## config.mk

```make
export PLATFORM = sky130hd
export DESIGN_NAME = dbc_device_flat
export DESIGN_NICKNAME = d
export VERILOG_FILES = /design/src/common/dbc_pkg.sv /design/src/common/dbc_if.sv /design/src/hdl/dbc_device.sv /design/src/flat_wrapper.sv
export SDC_FILE = /design/constraint.sdc
export NUM_CORES = 1
export LEC_CHECK = 0
export ABC_CLOCK_PERIOD_IN_PS = 5650
export BUFFER_PORTS_ARGS = -buffer_cell sky130_fd_sc_hd__buf_2
export CAP_MARGIN = 20
export CORE_MARGIN = 8
export CORE_UTILIZATION = 45
export DETAILED_ROUTE_END_ITERATION = 8
export GPL_TIMING_DRIVEN = 0
export HOLD_SLACK_MARGIN = 0.1
export SYNTH_ARGS = -nofsm -noshare
export SYNTH_HDL_FRONTEND = slang
export SYNTH_SLANG_ARGS = --single-unit
export TNS_END_PERCENT = 1
```

## constraint.sdc

```tcl
create_clock -name pclk -period 5.65 [get_ports pclk]
set_input_delay 0.565 -clock pclk [delete_from_list [all_inputs] [get_ports pclk]]
set_output_delay 0.565 -clock pclk [all_outputs]
set_load 0.1 [all_outputs]
```

## src/common/dbc_pkg.sv

```systemverilog
// package: command encodings, bank states and timing counts for the bank command block
// Notes on behaviour
// - mode register three written only by load
// - controller issues load without checking that all banks are idle
// - reserved mode bits driven as zero
// - decode from select, strobes, enable at edge
// - bank address picks the loaded register
// - bank commands go to addressed bank
// - a10 means auto precharge or all banks
// - four-beat reads run to completion before precharge; the device restarts a burst on a new column command and cuts a write at precharge
// - no refresh during power down
// - termination input ignored by decode
// - self refresh exit is synchronous; the device leaves it on a pclk edge once the synchronised enable reads high
// - don't-care inputs driven to defined levels
// - acceptance needs enable high twice, exit delay
// - idle after precharge period and read end
// - idle accepts activate, refresh, load
// - row active accepts read, write, precharge
// - read burst accepts read, write, precharge
// - write burst accepts read, write, precharge
// - precharging blocks bank until period ends
// - activating blocks bank until column delay
// - auto precharge keeps bank busy until done
// - refreshing blocks refresh and load until done; activate is still accepted
// - load occupies device until set delay
// - refresh and load only when all idle
package dbc_pkg;
  localparam int CLK_MHZ      = 40;
  localparam int NBANK        = 4;
  localparam int BA_W         = 2;
  localparam int ADDR_W       = 13;
  localparam int A10_POS      = 10;
  localparam int BURST_LEN    = 4;
  localparam int BURST_CYC    = BURST_LEN / 2;
  localparam int T_RP_NS      = 15;
  localparam int T_RCD_NS     = 15;
  localparam int T_RFC_NS     = 75;
  localparam int T_MRD_CK     = 2;
  localparam int T_XSNR_NS    = 200;
  localparam int T_WR_NS      = 15;
  localparam int CNT_W        = 8;
  // least times round up to whole cycles, never under one
  localparam int RP_CYC   = (T_RP_NS * CLK_MHZ + 999) / 1000 < 1 ? 1 : (T_RP_NS * CLK_MHZ + 999) / 1000;
  localparam int RCD_CYC  = (T_RCD_NS * CLK_MHZ + 999) / 1000 < 1 ? 1 : (T_RCD_NS * CLK_MHZ + 999) / 1000;
  localparam int RFC_CYC  = (T_RFC_NS * CLK_MHZ + 999) / 1000 < 1 ? 1 : (T_RFC_NS * CLK_MHZ + 999) / 1000;
  localparam int XSNR_CYC = (T_XSNR_NS * CLK_MHZ + 999) / 1000 < 1 ? 1 : (T_XSNR_NS * CLK_MHZ + 999) / 1000;
  localparam int WR_CYC   = (T_WR_NS * CLK_MHZ + 999) / 1000 < 1 ? 1 : (T_WR_NS * CLK_MHZ + 999) / 1000;
  // mode register selects on the bank address lines
  localparam logic [1:0] MR_SEL_MODE = 2'h0;
  localparam logic [1:0] MR_SEL_EXT1 = 2'h1;
  localparam logic [1:0] MR_SEL_EXT2 = 2'h2;
  localparam logic [1:0] MR_SEL_EXT3 = 2'h3;
  // decoded commands; {cs_n, ras_n, cas_n, we_n}
  typedef enum logic [3:0] {
    DBC_CMD_LOAD = 4'h0, DBC_CMD_REF = 4'h1, DBC_CMD_PRE = 4'h2, DBC_CMD_ACT = 4'h3,
    DBC_CMD_WR   = 4'h4, DBC_CMD_RD  = 4'h5, DBC_CMD_NOP = 4'h7, DBC_CMD_DES = 4'h8
  } dbc_cmd_e;
  typedef enum logic [2:0] {
    DBC_BK_IDLE, DBC_BK_ACTIVATING, DBC_BK_ACTIVE, DBC_BK_READ, DBC_BK_WRITE,
    DBC_BK_AUTO_PRE, DBC_BK_PRECHARGING
  } dbc_bank_e;
  // controller order codes on the apb side
  localparam logic [2:0] ORD_NOP  = 3'h0;
  localparam logic [2:0] ORD_ACT  = 3'h1;
  localparam logic [2:0] ORD_RD   = 3'h2;
  localparam logic [2:0] ORD_WR   = 3'h3;
  localparam logic [2:0] ORD_PRE  = 3'h4;
  localparam logic [2:0] ORD_REF  = 3'h5;
  localparam logic [2:0] ORD_LOAD = 3'h6;
  localparam logic [2:0] ORD_SELF = 3'h7;
  // controller register offsets
  localparam logic [7:0] OFS_CMD    = 8'h00;
  localparam logic [7:0] OFS_ADDR   = 8'h04;
  localparam logic [7:0] OFS_STATUS = 8'h08;
  localparam logic [7:0] OFS_PDOWN  = 8'h0C;
  // command register fields
  localparam int CMD_ORD_LSB = 0;
  localparam int CMD_BA_LSB  = 4;
  localparam int CMD_GO_BIT  = 8;
  localparam logic [31:0] REG_RESET = 32'h0000_0000;
endpackage

```

## src/common/dbc_if.sv

```systemverilog
// interface: command pins between controller and memory device
`timescale 1ns/1ps
interface dbc_if;
  logic                     cke;
  logic                     cs_n;
  logic                     ras_n;
  logic                     cas_n;
  logic                     we_n;
  logic                     odt;
  logic [dbc_pkg::BA_W-1:0] ba;
  logic [dbc_pkg::ADDR_W-1:0] addr;
  modport ctrl (output cke, output cs_n, output ras_n, output cas_n, output we_n,
                output odt, output ba, output addr);
  modport dev  (input cke, input cs_n, input ras_n, input cas_n, input we_n,
                input odt, input ba, input addr);
endinterface // dbc_if

```

## src/hdl/dbc_device.sv

```systemverilog
// device end: command decode, per-bank state tracking, mode register three
`timescale 1ns/1ps
module dbc_device (
  input  wire logic                         pclk,
  input  wire logic                         presetn,
  dbc_if.dev                                pins,
  output logic [dbc_pkg::ADDR_W-1:0]        ext_mode_three,
  output logic [dbc_pkg::NBANK*3-1:0]       bank_state,
  output logic                              self_refresh,
  output logic                              odt_active,
  output logic                              cmd_error
);
  import dbc_pkg::*;

  // pins come from another chip: two flip-flops before use
  logic cke_s1_q, cke_q, cs_s1_q, cs_q, ras_s1_q, ras_q, cas_s1_q, cas_q, we_s1_q, we_q;
  logic odt_s1_q, odt_q;
  logic [BA_W-1:0]   ba_s1_q, ba_q;
  logic [ADDR_W-1:0] ad_s1_q, ad_q;
  logic              cke_prev_q;
  logic [ADDR_W-1:0] extended_mode_register_three_q;
  dbc_bank_e         bk_q [NBANK];
  logic [CNT_W-1:0]  bcnt_q [NBANK];
  logic [CNT_W-1:0]  dev_cnt_q;
  logic              sr_q, err_q;
  logic [CNT_W-1:0]  xsnr_q;

  always_ff @(posedge pclk or negedge presetn) begin
    if (!presetn) begin
      {cke_s1_q, cke_q, odt_s1_q, odt_q} <= 4'h0;
      {cs_s1_q, cs_q, ras_s1_q, ras_q, cas_s1_q, cas_q, we_s1_q, we_q} <= 8'hFF;
      ba_s1_q <= '0;
      ba_q    <= '0;
      ad_s1_q <= '0;
      ad_q    <= '0;
      cke_prev_q <= 1'b0;
    end else begin
      cke_s1_q <= pins.cke;  cke_q <= cke_s1_q;
      cs_s1_q  <= pins.cs_n; cs_q  <= cs_s1_q;
      ras_s1_q <= pins.ras_n; ras_q <= ras_s1_q;
      cas_s1_q <= pins.cas_n; cas_q <= cas_s1_q;
      we_s1_q  <= pins.we_n; we_q  <= we_s1_q;
      odt_s1_q <= pins.odt;  odt_q <= odt_s1_q;
      ba_s1_q  <= pins.ba;   ba_q  <= ba_s1_q;
      ad_s1_q  <= pins.addr; ad_q  <= ad_s1_q;
      cke_prev_q <= cke_q;
    end
  end

  // decode ignores termination input entirely
  dbc_cmd_e cmd;
  logic     ck_ok, all_idle, ap;
  always_comb begin
    cmd = cs_q ? DBC_CMD_DES : dbc_cmd_e'({1'b0, ras_q, cas_q, we_q});
    ck_ok = cke_prev_q && cke_q && !sr_q && (xsnr_q == '0);
    ap = ad_q[A10_POS];
    all_idle = (dev_cnt_q == '0);
    for (int i = 0; i < NBANK; i++) begin
      if (bk_q[i] != DBC_BK_IDLE) all_idle = 1'b0;
    end
  end

  // self refresh: entry on edge, exit as soon as enable returns, no command needed
  always_ff @(posedge pclk or negedge presetn) begin
    if (!presetn) begin
      sr_q   <= 1'b0;
      xsnr_q <= '0;
    end else if (sr_q && cke_q) begin
      sr_q   <= 1'b0;
      xsnr_q <= CNT_W'(XSNR_CYC);
    end else if (cke_prev_q && !cke_q && cmd == DBC_CMD_REF && all_idle) begin
      sr_q <= 1'b1;
    end else if (xsnr_q != '0) begin
      xsnr_q <= xsnr_q - 1'b1;
    end
  end

  // device-wide busy: refresh and load block further refresh and load; banks still accept activate
  always_ff @(posedge pclk or negedge presetn) begin
    if (!presetn) begin
      dev_cnt_q <= '0;
    end else if (ck_ok && all_idle && cmd == DBC_CMD_REF) begin
      dev_cnt_q <= CNT_W'(RFC_CYC);
    end else if (ck_ok && all_idle && cmd == DBC_CMD_LOAD) begin
      dev_cnt_q <= CNT_W'(T_MRD_CK);
    end else if (dev_cnt_q != '0) begin
      dev_cnt_q <= dev_cnt_q - 1'b1;
    end
  end

  // only a load with the third selector writes it; kept until the next load with that selector
  always_ff @(posedge pclk or negedge presetn) begin
    if (!presetn) begin
      extended_mode_register_three_q <= '0;
    end else if (ck_ok && all_idle && cmd == DBC_CMD_LOAD && ba_q == MR_SEL_EXT3) begin
      extended_mode_register_three_q <= ad_q;
    end
  end

  // per-bank state; commands the state does not accept flag an error
  logic [NBANK-1:0] bad;
  always_ff @(posedge pclk or negedge presetn) begin
    if (!presetn) begin
      for (int i = 0; i < NBANK; i++) begin
        bk_q[i]   <= DBC_BK_IDLE;
        bcnt_q[i] <= '0;
      end
      bad <= '0;
    end else begin
      for (int i = 0; i < NBANK; i++) begin
        logic hit, pre_hit;
        hit     = ck_ok && (ba_q == BA_W'(i));
        pre_hit = ck_ok && cmd == DBC_CMD_PRE && (ap || ba_q == BA_W'(i));
        bad[i]  <= 1'b0;
        if (bcnt_q[i] != '0) bcnt_q[i] <= bcnt_q[i] - 1'b1;
        case (bk_q[i])
          DBC_BK_IDLE: begin
            if (hit && cmd == DBC_CMD_ACT) begin
              bk_q[i] <= DBC_BK_ACTIVATING;
              bcnt_q[i] <= CNT_W'(RCD_CYC);
            end else if (hit && (cmd == DBC_CMD_RD || cmd == DBC_CMD_WR)) bad[i] <= 1'b1;
          end
          DBC_BK_ACTIVATING, DBC_BK_PRECHARGING, DBC_BK_AUTO_PRE: begin
            if (hit && cmd != DBC_CMD_DES && cmd != DBC_CMD_NOP &&
                cmd != DBC_CMD_REF && cmd != DBC_CMD_LOAD) bad[i] <= 1'b1;
            if (bcnt_q[i] <= CNT_W'(1)) begin
              bk_q[i] <= (bk_q[i] == DBC_BK_ACTIVATING) ? DBC_BK_ACTIVE : DBC_BK_IDLE;
            end
          end
          DBC_BK_ACTIVE, DBC_BK_READ, DBC_BK_WRITE: begin
            // bursts of four run out; a new column command starts another
            if (bk_q[i] != DBC_BK_ACTIVE && bcnt_q[i] <= CNT_W'(1)) bk_q[i] <= DBC_BK_ACTIVE;
            if (pre_hit) begin
              bk_q[i] <= DBC_BK_PRECHARGING;
              bcnt_q[i] <= CNT_W'(RP_CYC + (bk_q[i] == DBC_BK_READ ? BURST_CYC : 0));
            end else if (hit && (cmd == DBC_CMD_RD || cmd == DBC_CMD_WR)) begin
              if (ap) begin
                bk_q[i] <= DBC_BK_AUTO_PRE;
                bcnt_q[i] <= CNT_W'(BURST_CYC + RP_CYC + (cmd == DBC_CMD_WR ? WR_CYC : 0));
              end else begin
                bk_q[i] <= (cmd == DBC_CMD_RD) ? DBC_BK_READ : DBC_BK_WRITE;
                bcnt_q[i] <= CNT_W'(BURST_CYC);
              end
            end else if (hit && cmd == DBC_CMD_ACT) bad[i] <= 1'b1;
          end
          default: bk_q[i] <= DBC_BK_IDLE;
        endcase
      end
    end
  end

  // outputs all registered; no refresh is counted in power down
  always_ff @(posedge pclk or negedge presetn) begin
    if (!presetn) begin
      ext_mode_three <= '0;
      bank_state     <= '0;
      self_refresh   <= 1'b0;
      odt_active     <= 1'b0;
      cmd_error      <= 1'b0;
      err_q          <= 1'b0;
    end else begin
      ext_mode_three <= extended_mode_register_three_q;
      for (int i = 0; i < NBANK; i++) bank_state[i*3 +: 3] <= bk_q[i];
      self_refresh <= sr_q;
      odt_active   <= odt_q && !sr_q;
      err_q        <= ck_ok && (cmd == DBC_CMD_REF || cmd == DBC_CMD_LOAD) && !all_idle;
      cmd_error    <= (|bad) || err_q;
    end
  end
endmodule // dbc_device

```

## src/flat_wrapper.sv

```systemverilog
// flat-port wrapper written by rule: the top's interface ports become plain ports
module dbc_device_flat import dbc_pkg::*;
  (pclk, presetn, ext_mode_three, bank_state, self_refresh, odt_active, cmd_error, pins_cke, pins_cs_n, pins_ras_n, pins_cas_n, pins_we_n, pins_odt, pins_ba, pins_addr);
  dbc_if pins_i ();
  input  wire logic pclk;
  input  wire logic presetn;
  output logic [dbc_pkg::ADDR_W-1:0] ext_mode_three;
  output logic [dbc_pkg::NBANK*3-1:0] bank_state;
  output logic self_refresh;
  output logic odt_active;
  output logic cmd_error;
  input wire logic [$bits(pins_i.cke)-1:0] pins_cke;
  input wire logic [$bits(pins_i.cs_n)-1:0] pins_cs_n;
  input wire logic [$bits(pins_i.ras_n)-1:0] pins_ras_n;
  input wire logic [$bits(pins_i.cas_n)-1:0] pins_cas_n;
  input wire logic [$bits(pins_i.we_n)-1:0] pins_we_n;
  input wire logic [$bits(pins_i.odt)-1:0] pins_odt;
  input wire logic [$bits(pins_i.ba)-1:0] pins_ba;
  input wire logic [$bits(pins_i.addr)-1:0] pins_addr;
  assign pins_i.cke = pins_cke;
  assign pins_i.cs_n = pins_cs_n;
  assign pins_i.ras_n = pins_ras_n;
  assign pins_i.cas_n = pins_cas_n;
  assign pins_i.we_n = pins_we_n;
  assign pins_i.odt = pins_odt;
  assign pins_i.ba = pins_ba;
  assign pins_i.addr = pins_addr;
  dbc_device u_core (.pclk(pclk), .presetn(presetn), .pins(pins_i), .ext_mode_three(ext_mode_three), .bank_state(bank_state), .self_refresh(self_refresh), .odt_active(odt_active), .cmd_error(cmd_error));
endmodule
```

==> flow_metrics.tcl, run 1 <==
set metrics [dict create \
    arrival_ns 3.35 \
    routedWlPerCell_um 15.7 \
    synthCells 653 \
    stdcell_count 925 \
    synth_area_um2 6910 \
    maxCapViolations 0 \
    hold_path_class "input pin to flop" \
    port_buffers 50 \
    cellPowerDensity_nw_per_um2 461 \
    synth_edf_count 0 \
    hold_start "pins_ras_n" \
    grt_use_total_pct 15.5 \
    cts_tree "built" \
    drt-vias-per-instance 5.50 \
    avgSynthCellArea_um2 10.6 \
    grt_max_degree 99 \
    worst_pin_slew_ns 0.904 \
    timing.rr.start "u_core.xsnr_q[0]$_DFFE_PN0P_" \
    worst_ir_drop_vdd_mv 0.204 \
    antenna_found_initial 0 \
    clock_latency_ns 0.43 \
    async_reset_ff_share_pct 100 \
    startpoint "u_core.xsnr_q[0]$_DFFE_PN0P_" \
    hpwlAfterDp_um 10400 \
    synthFlopType "dfrtp_1" \
    p_leak_nw 3.57 \
    setup_ws_ns 2.61 \
    dp_slack_ns 2.65 \
    post_cts_buffers 0 \
    fmax_ghz 0.329 \
    dieArea_um2 19600 \
    start_util_pct 45.8 \
    die_x_um 140 \
    drt-pass1-iter-count 5 \
    rsz0062_at_grt "false" \
    clock_path_buffers 2 \
    critPathCaptureType "flop" \
    grt_pass1_vias 5020 \
    crit_fanout 10 \
    outcome "completed" \
    setup_violations 0 \
    finalHoldViolCount 0 \
    clk_pin_slew_worst_paths_ns 0.06 \
    yosys_warnings 0 \
    ant_nets 0 \
    num_vias 5085 \
    slew_headroom_pct 39.2 \
    grt.overflow.total 0 \
    syn-num-nets 692 \
    min_period_ns 3.04 \
    yosysSeqAreaShare_pct 54.5 \
    drive_gt1_share_pct 16.6 \
    cts_inserted_buffers 17 \
    core_um2 15100 \
    cp.required_ns 5.96 \
    root_buffer "clkbuf_16" \
    r2r_setup_slack_ns 2.61 \
    yosysUniqueCellTypes 69 \
    synth-seq-cells 150 \
    first_iter_violations 377 \
    pin_count 51 \
    htree_levels 4 \
    path_class "flop to flop" \
    fin_setup_tns_ns 0 \
    rows 45 \
    route.detailed.drc 0 \
    cts.sinks 150 \
    skew_ns 0.0125 \
    grt_pass1_wl_um 24600 \
    final_max_slew_viol_count 0 \
    die_h_um 140 \
    n_antenna_cell 0 \
    worstSetupStartpointType "flop" \
    totalWireLength_um 14500 \
    period_share_pct 53.8 \
    dp_cells 893 \
    gp_congestion 0.876 \
    areaGrowthSynthToFinish_pct 15.8 \
    fin_nets 764 \
]
layout by cell type, fill, tap and decap left out, drive strengths merged, types with 4 or more instances in the layout:
master,netlist,final
xnor2,26,26
or4,5,5
and3,5,5
inv,22,31
or3,7,7
ha,16,16
a21oi,27,27
o21a,4,4
o31ai,5,5
nor2b,11,11
buf,5,57
dfstp,8,8
nor2,75,75
xor2,10,10
a21o,6,6
nor3,32,32
o211ai,5,5
clkbuf,15,32
nand4,8,8
clkinv,0,4
nor4,16,16
o22ai,10,10
nand2b,13,13
a211o,4,4
dfrtp,142,142
nand2,48,48
o21ai,34,34
a31oi,8,8
nor3b,4,4
nor4b,4,4
mux2,15,15
nand3,17,17
mux2i,5,5
registers in the layout, summed over array words and instances (netlist names), 2 cells and up:
register,cells
u_core.bcnt_q,32
u_core.ba_q,2
u_core.ad_q,13
u_core.dev_cnt_q,8
u_core.ba_s1_q,2
u_core.bk_q,12
u_core.ext_mode_three,13
u_core.bank_state,12
u_core.bad,4
u_core.ad_s1_q,13
u_core.xsnr_q,8
u_core.extended_mode_register_three_q,13
cells by family (layout without fill, tap and decap cells):
group / after synthesis / in the layout / synth area share [%]
buffers and inverters: 42 / 126 / 2.59
AOI/OAI and AO/OA: 129 / 129 / 11.9
adders and majority gates: 16 / 16 / 2.90
muxes: 20 / 20 / 3.71
and+or+nand+nor: 260 / 260 / 19.8
DFF: 150 / 150 / 54.5
xor gates and xnor gates: 36 / 36 / 4.56
cell type report:
cell class,count,area [µm²]
fill,1308,7090
sequential,150,3760
multi-input combinational,461,2970
clock buffer,17,425
timing repair buffer,53,299
tap,188,235
clock inverter,14,135
buffer,20,96.3
inverter,22,82.6
timing repair:
| action | CTS | global route |
|---|---|---|
| hold endpoints to repair | 12 | 0 |
| hold buffers | 1 | 0 |
| gates resized for setup | 0 | 0 |
power by group:
part	switching, mW	leakage [nW]	internal [mW]
clock network	0.481	0.276	0.580
logic	0.687	1.43	0.442
registers	0.198	1.86	1.30
total	1.37	3.57	2.32
final timing paths:
| check | to | cells past startpoint |
|---|---|---|
| min in group asynchronous | u_core.bcnt_q[12]$_DFF_PN0_ | 2 |
| setup / recovery | u_core.extended_mode_register_three_q[3]$_DFFE_PN0P_ | 10 |
| hold reg to reg | u_core.ba_q[0]$_DFF_PN0_ | 0 |
| hold / removal | u_core.ras_s1_q$_DFF_PN1_ | 1 |
| setup reg to reg | u_core.extended_mode_register_three_q[3]$_DFFE_PN0P_ | 10 |
| max in group asynchronous | u_core.cas_q$_DFF_PN1_ | 3 |
cells in the mapped netlist (3+ instances only):
library cell | count | area (µm²)
or3_1 | 7 | 43.8
nand4_1 | 8 | 50.1
a21o_1 | 6 | 45.0
o22ai_1 | 10 | 62.6
a211o_1 | 4 | 35.0
nand3_1 | 17 | 85.1
inv_1 | 22 | 82.6
nor2_1 | 75 | 282
o21ai_0 | 33 | 165
xor2_1 | 10 | 87.6
a31oi_1 | 8 | 50.1
nor4_1 | 14 | 87.6
nor3_1 | 31 | 155
dfrtp_1 | 142 | 3550
o21bai_1 | 3 | 22.5
mux2i_1 | 5 | 50.1
mux2_4 | 10 | 150
or2_2 | 3 | 18.8
a21oi_1 | 27 | 135
and3_1 | 5 | 31.3
dfstp_2 | 8 | 210
nor4bb_1 | 3 | 30.0
or4_1 | 4 | 30.0
nor2b_1 | 11 | 68.8
o31ai_1 | 5 | 37.5
ha_1 | 16 | 200
nand2b_1 | 13 | 81.3
mux2_2 | 5 | 56.3
xnor2_1 | 26 | 228
o211ai_1 | 5 | 37.5
clkbuf_1 | 15 | 56.3
a221oi_1 | 3 | 26.3
nand2_1 | 48 | 180
nor3b_1 | 3 | 22.5
a21boi_0 | 3 | 22.5
o21a_1 | 4 | 30.0
worst max-delay path: stages (launching register included):
cell	delay, ns
dfrtp_1	0.39
inv_1	0.10
ha_1	0.21
nor2b_1	0.14
clkbuf_1	0.33
nand2_1	0.26
nor2_1	0.36
nand2_1	0.18
nor4b_4	0.42
buf_8	0.23
mux2_4	0.31
layer usage:
metal / track usage, % / vias to the layer above / wire (µm)
met5: 0 / - / 0
met1: 20.7 / 2460 / 6920
li1: - / 2471 / -
met4: 6.86 / 0 / 267
met3: 3.67 / 24 / 681
met2: 23.7 / 130 / 6620
stage by stage:
step	hold slack [ns]	cell area [µm²]	util (%)	total power, mW
after detailed placement	0.335	7430	49.3	2.64
after global placement	0.332	7390	49.0	2.59
after global routing	0.216	8000	53.0	3.94
after floorplan	0.269	6910	-	2.37
after CTS	0.216	8000	53.0	3.73
final	0.233	8000	53.0	3.69
Power figures use the tool's default switching activity.
==> run 2, diff against run 1 <==
--- a/config.mk
+++ b/config.mk
@@ -5,7 +5,7 @@
 export SDC_FILE = /design/constraint.sdc
 export NUM_CORES = 1
 export LEC_CHECK = 0
-export ABC_CLOCK_PERIOD_IN_PS = 5650
+export ABC_CLOCK_PERIOD_IN_PS = 2500
 export BUFFER_PORTS_ARGS = -buffer_cell sky130_fd_sc_hd__buf_2
 export CAP_MARGIN = 20
 export CORE_MARGIN = 8
==> constraint.sdc (replaced) <==
create_clock -name pclk -period 2.5 [get_ports pclk]
set_input_delay 0.25 -clock pclk [delete_from_list [all_inputs] [get_ports pclk]]
set_output_delay 0.25 -clock pclk [all_outputs]
set_load 0.1 [all_outputs]
==> run 2 against run 1 <==
- the flow now finishes with violations (negative setup slack)
- combinational power grew 140%
- clock skew down 0.0026 ns
- first-iteration DRC count down 2.9%
- via count is 4.0% higher
- total power increased by 130%
- clock-buffer cell count is 2 higher
- sequential power is 130% higher
- design area increased by 6.1%
- die area unchanged
- global-route usage up 0.38 points
- sequential cell count did not move
- clock power up 130%
- critical path type unchanged
==> flow_metrics.tcl, run 2 (same netlist as run 1, synthesis figures left out) <==
set metrics [dict create \
    pin_count 51 \
    share_comb_of_total_power_pct 31.7 \
    clockPowerShare_pct 28.6 \
    min_period_ns 2.79 \
    grt.overflow.total 0 \
    routedWlPerCell_um 15.9 \
    startpoint "u_core.dev_cnt_q[1]$_DFFE_PN0P_" \
    crit_end "u_core.extended_mode_register_three_q[3]$_DFFE_PN0P_" \
    finalHoldViolCount 0 \
    clock_path_buffers 2 \
    drt-vias-per-instance 5.52 \
    reg2reg_to "u_core.extended_mode_register_three_q[3]$_DFFE_PN0P_" \
    seqPwrFrac_pct 39.7 \
    power_mw 8.57 \
    largest_reg_flops 32 \
    dieArea_um2 19600 \
    worst_pin_slew_ns 0.787 \
    fin_util_pct 56.3 \
    hpwlAfterDp_um 10400 \
    grt_max_degree 91 \
    core_um2 15100 \
    start_util_pct 45.8 \
    slew_headroom_pct 47.3 \
    grt_use_total_pct 15.9 \
    grt_pass1_vias 5275 \
    p_leak_nw 3.79 \
    power_switching_mw 3.19 \
    fmax_ghz 0.359 \
    final_max_slew_viol_count 0 \
    root_buffer "clkbuf_16" \
    rsz0062_at_grt "true" \
    cp.required_ns 2.80 \
    arrival_ns 3.09 \
    gp_congestion 0.871 \
    skew_ns 0.00990 \
    worst_ir_drop_vdd_mv 0.839 \
    setup_violations 20 \
    multiInputGateArea_um2 3120 \
    totalWireLength_um 15200 \
    violations "negative setup slack" \
    cts_tree "built" \
    n_antenna_cell 0 \
    path_class "flop to flop" \
    r2r_cells 9 \
    outcome "finished with violations" \
    grt_pass1_wl_um 25500 \
    die_h_um 140 \
    setup_ws_ns -0.289 \
    rows 45 \
    p_sw_share_pct 37.2 \
    htree_levels 4 \
    maxCapViolations 0 \
    hold_path_class "flop to flop" \
    die_x_um 140 \
    cts_inserted_buffers 17 \
    critPathCaptureType "flop" \
    port_buffers 50 \
    drive_gt1_share_pct 20.2 \
    cts.sinks 150 \
    n_fill_cell 1267 \
    period_share_pct 112 \
    seq_area_um2 3760 \
    intPower_mw 5.38 \
    final_common_cell "dfrtp_1" \
    fin_nets 797 \
    clock_latency_ns 0.42 \
    crit_fanout 5 \
    cellPowerDensity_nw_per_um2 1010 \
    timing.rr.start "u_core.dev_cnt_q[1]$_DFFE_PN0P_" \
    final_cell_mix "dfrtp_1 (142), nor2_1 (74), buf_2 (51), nand2_1 (48), o21ai_0 (29)" \
    worstSetupStartpointType "flop" \
    clk_pin_slew_worst_paths_ns 0.07 \
    antenna_found_initial 0 \
    route.detailed.drc 0 \
    r2r_setup_slack_ns -0.29 \
    ant_nets 0 \
    drt-pass1-iter-count 5 \
    cpMaxStageDelayCell "or4_4" \
    first_iter_violations 366 \
    crit_path_max_incr_delay_ns 0.56 \
    areaGrowthSynthToFinish_pct 22.9 \
    crit_chain "inv_2, ha_4, or4b_4, or4_4, nor3_4, nor4b_4, buf_4, clkbuf_16, mux2_4" \
    num_vias 5289 \
    regMostFlops "u_core.bcnt_q" \
]
[run 2: cell count changes in the layout (fill, tap and decap cells not counted), sizes merged]
cell / change
clkbuf: +4
buf: +10
dlygate4sd3: +21
clkinv: -2
inv: +1
[run 2: area by class of cell]
class / instances / share of cell area [%]
sequential: 150 / 44.3
timing repair buffer: 86 / 7.31
multi-input combinational: 461 / 36.7
inverter: 22 / 0.973
tap: 188 / 2.77
clock inverter: 13 / 1.47
buffer: 20 / 1.21
clock buffer: 19 / 5.22
[run 2: metrics by stage]
stage	setup WS [ns]	hold WS, ns	instances	cell area (µm²)	setup TNS (ns)
6_report	-0.289	0.350	959	8490	-4.29
5_1_grt	-0.365	0.356	959	8490	-6.59
4_1_cts	-0.219	0.352	952	8320	-3.57
3_5_place_dp	-0.566	0.277	893	7440	-15.41
3_3_place_gp	-0.870	0.333	891	7400	-136.44
2_1_floorplan	-0.123	-0.0456	653	6910	-1.23
[run 2: how the worst min path moves through the flow]
stage                                             from                           to  slack, ns  depth (start not counted)
after floorplan                                presetn     u_core.ad_q[0]$_DFF_PN0_      -0.05                          0
after global placement    u_core.ad_s1_q[12]$_DFF_PN0_    u_core.ad_q[12]$_DFF_PN0_       0.33                          0
after detailed placement                       presetn  u_core.bcnt_q[14]$_DFF_PN0_       0.28                          1
after CTS                  u_core.ad_s1_q[3]$_DFF_PN0_     u_core.ad_q[3]$_DFF_PN0_       0.35                          0
after global routing       u_core.ad_s1_q[8]$_DFF_PN0_     u_core.ad_q[8]$_DFF_PN0_       0.36                          0
final                      u_core.ad_s1_q[1]$_DFF_PN0_     u_core.ad_q[1]$_DFF_PN0_       0.35                          0
[run 2: power by group through the flow]
stage,sequential (mW),combinational [mW],clock [mW]
after floorplan,3.61,1.76,0
after global placement,3.39,2.47,0
after detailed placement,3.42,2.55,0
after CTS,3.38,2.62,2.52
after global routing,3.48,3.03,2.62
final,3.41,2.71,2.45
[run 2: critical path: cells and delay by family, from the launching register on]
kind,cells,cell delay (ns)
adder cells (fa/ha/maj),1,0.12
buffers and inverters,3,0.44
flip-flops,1,0.41
multiplexers,1,0.29
AND/OR/NAND/NOR,4,1.40
[run 2: layer usage]
metal | global-route usage [%] | wire length (µm) | part of all wire (%)
met5 | 0 | 0 | 0
met4 | 6.00 | 295 | 1.9
met3 | 4.93 | 814 | 5.4
met2 | 24.9 | 7010 | 46
met1 | 20.4 | 7100 | 47
[run 2: timing repair]
item	in CTS	in global routing
gates resized for setup	16	19
endpoints found under the setup margin	59	52
endpoints found under the hold margin	81	0
cloned	0	1
setup buffers	5	6
hold buffers	22	0
pin swaps	5	4
==> run 3, diff against run 2 <==
--- a/config.mk
+++ b/config.mk
@@ -7,12 +7,15 @@
 export LEC_CHECK = 0
 export ABC_CLOCK_PERIOD_IN_PS = 2500
 export BUFFER_PORTS_ARGS = -buffer_cell sky130_fd_sc_hd__buf_2
-export CAP_MARGIN = 20
+export CAP_MARGIN = 5
+export CELL_PAD_IN_SITES_DETAIL_PLACEMENT = 2
+export CELL_PAD_IN_SITES_GLOBAL_PLACEMENT = 2
 export CORE_MARGIN = 8
-export CORE_UTILIZATION = 45
+export CORE_UTILIZATION = 36
 export DETAILED_ROUTE_END_ITERATION = 8
 export GPL_TIMING_DRIVEN = 0
 export HOLD_SLACK_MARGIN = 0.1
+export PLACE_DENSITY_LB_ADDON = 0.1
 export SYNTH_ARGS = -nofsm -noshare
 export SYNTH_HDL_FRONTEND = slang
 export SYNTH_SLANG_ARGS = --single-unit
==> run 3 against run 2 <==
- the run still ends with negative setup slack left
- sequential share of layout area fell by 1.4 points
- worst setup slack better by 0.025 ns
- combinational power increased by 8.5%
- clock skew is 0.0026 ns higher
- die area increased by 22%
- hold slack got worse by 0.024 ns
- wire length increased by 41%
- clock-buffer cell count is 2 lower
- largest cell class unchanged
- largest power group unchanged
==> flow_metrics.tcl, run 3 (same netlist as run 1, synthesis figures left out) <==
set metrics [dict create \
    outcome "finished with violations" \
    violations "negative setup slack" \
    n_fill_cell 1903 \
    drt-pass1-iter-count 4 \
    p_sw_share_pct 39.5 \
    share_comb_of_total_power_pct 32.6 \
    period_share_pct 111 \
    power_switching_mw 3.57 \
    die_x_um 155 \
    ant_nets 0 \
    worst_ir_drop_vdd_mv 0.523 \
    htree_levels 4 \
    num_vias 5459 \
    cts.sinks 150 \
    drt-vias-per-instance 5.40 \
    crit_fanout 5 \
    r2r_cells 9 \
    crit_path_max_incr_delay_ns 0.53 \
    skew_ns 0.0125 \
    hold_path_class "input pin to asynchronous set/reset pin" \
    path_class "flop to flop" \
    grt_use_total_pct 18.6 \
    clk_pin_slew_worst_paths_ns 0.07 \
    whs_ns 0.326 \
    grt_pass1_wl_um 35100 \
    min_period_ns 2.76 \
    final_cell_mix "dfrtp_1 (142), nor2_1 (71), buf_2 (49), nand2_1 (47), o21ai_0 (28)" \
    areaGrowthSynthToFinish_pct 27.0 \
    critPathCaptureType "flop" \
    totalWireLength_um 21400 \
    drive_gt1_share_pct 22.8 \
    cts_tree "built" \
    arrival_ns 3.08 \
    worst_pin_slew_ns 0.869 \
    p_leak_nw 3.86 \
    seq_area_um2 3760 \
    dieArea_um2 23900 \
    first_iter_violations 146 \
    start_util_pct 36.8 \
    setup_ws_ns -0.264 \
    intPower_mw 5.48 \
    fmax_ghz 0.362 \
    clock_latency_ns 0.43 \
    cpMaxStageDelayCell "or4_4" \
    final_max_slew_viol_count 0 \
    slew_headroom_pct 41.8 \
    route.detailed.drc 0 \
    cellPowerDensity_nw_per_um2 1030 \
    grt.overflow.total 0 \
    n_antenna_cell 0 \
    routedWlPerCell_um 21.2 \
    crit_chain "inv_2, ha_4, or4b_4, or4_4, nor3_2, nor4b_4, buf_6, buf_8, mux2_4" \
    rows 50 \
    regMostFlops "u_core.bcnt_q" \
    grt_pass1_vias 6323 \
    maxCapViolations 0 \
    seqPwrFrac_pct 38.3 \
    largest_reg_flops 32 \
    final_common_cell "dfrtp_1" \
    cts_inserted_buffers 17 \
    fin_nets 803 \
    fin_setup_tns_ns -3.52 \
    worstSetupStartpointType "flop" \
    clock_path_buffers 2 \
    clockPowerShare_pct 29.2 \
    hpwlAfterDp_um 13700 \
    finalHoldViolCount 0 \
    port_buffers 50 \
    setup_violations 19 \
    core_um2 18800 \
    cp.required_ns 2.82 \
    root_buffer "clkbuf_16" \
    die_h_um 155 \
    multiInputGateArea_um2 3210 \
    gp_congestion 0.754 \
    grt_max_degree 105 \
    rsz0062_at_grt "true" \
    pin_count 51 \
    antenna_found_initial 0 \
]
-- run 3: cell count changes in the layout (fill, tap and decap cells not counted), moves of 3 or more --
cell      change
nor2_1        -3
mux2_2        -3
clkinv_8      +9
inv_6         -3
buf_4         +6
mux2_4        +3
inv_8         -3
buf_6         +4
-- run 3: worst max-delay path: cells and delay by family (launching register included) --
kind / cells / cell delay (ns)
adder cells (fa/ha/maj): 1 / 0.14
buffers and inverters: 3 / 0.42
AND/OR/NAND/NOR: 4 / 1.38
multiplexers: 1 / 0.30
flip-flops: 1 / 0.40
-- run 3: final timing paths --
path / from / end / slack [ns]
min in group pclk: u_core.ad_s1_q[4]$_DFF_PN0_ / u_core.ad_q[4]$_DFF_PN0_ / 0.35
min reg2reg: u_core.ad_s1_q[4]$_DFF_PN0_ / u_core.ad_q[4]$_DFF_PN0_ / 0.35
min: presetn / u_core.bcnt_q[15]$_DFF_PN0_ / 0.33
max: u_core.dev_cnt_q[1]$_DFFE_PN0P_ / u_core.extended_mode_register_three_q[11]$_DFFE_PN0P_ / -0.26
max reg2reg: u_core.dev_cnt_q[1]$_DFFE_PN0P_ / u_core.extended_mode_register_three_q[11]$_DFFE_PN0P_ / -0.26
max in group asynchronous: presetn / u_core.cas_q$_DFF_PN1_ / 1.29
-- run 3: power groups by stage --
stage               sequential (mW)  clock, mW  combinational, mW
floorplan                      3.61          0               1.76
global placement               3.42          0               2.53
detailed placement             3.47          0               2.66
CTS                            3.44       2.70               2.85
global route                   3.55       2.81               3.31
finish                         3.46       2.64               2.94
-- run 3: layout make-up --
type,instances,share of cell area (%)
multi-input combinational,461,36.6
inverter,22,0.941
tap,234,3.34
clock buffer,17,4.85
clock inverter,15,2.32
sequential,150,42.9
buffer,20,1.31
timing repair buffer,92,7.77
-- run 3: repair_timing --
action                                  4_1_cts  5_1_grt
resized for setup                            39       32
buffers inserted                              9        9
cloned                                        1        0
pin swaps                                     7       11
hold endpoints to repair                     67        0
hold buffers                                 22        0
endpoints found under the setup margin       67       62
-- run 3: stage by stage --
stage | instance area (µm²) | util (%) | power, mW | setup slack [ns] | cells
2_1_floorplan | 6910 | - | 5.37 | -0.123 | 653
6_report | 8770 | 46.8 | 9.04 | -0.264 | 1011
5_1_grt | 8770 | 46.8 | 9.67 | -0.343 | 1011
4_1_cts | 8580 | 45.7 | 9.00 | -0.217 | 1002
3_5_place_dp | 7490 | 39.9 | 6.13 | -0.805 | 938
3_3_place_gp | 7460 | 39.7 | 5.95 | -0.974 | 937
-- run 3: per-layer routing --
metal  GRT usage [%]  up-vias  part of all wire [%]
met5               0        -                     0
met4            4.43        0                   1.2
met3            4.01       19                   2.8
met2            33.7       77                    53
met1            22.0     2812                    43
li1                -     2551                     -
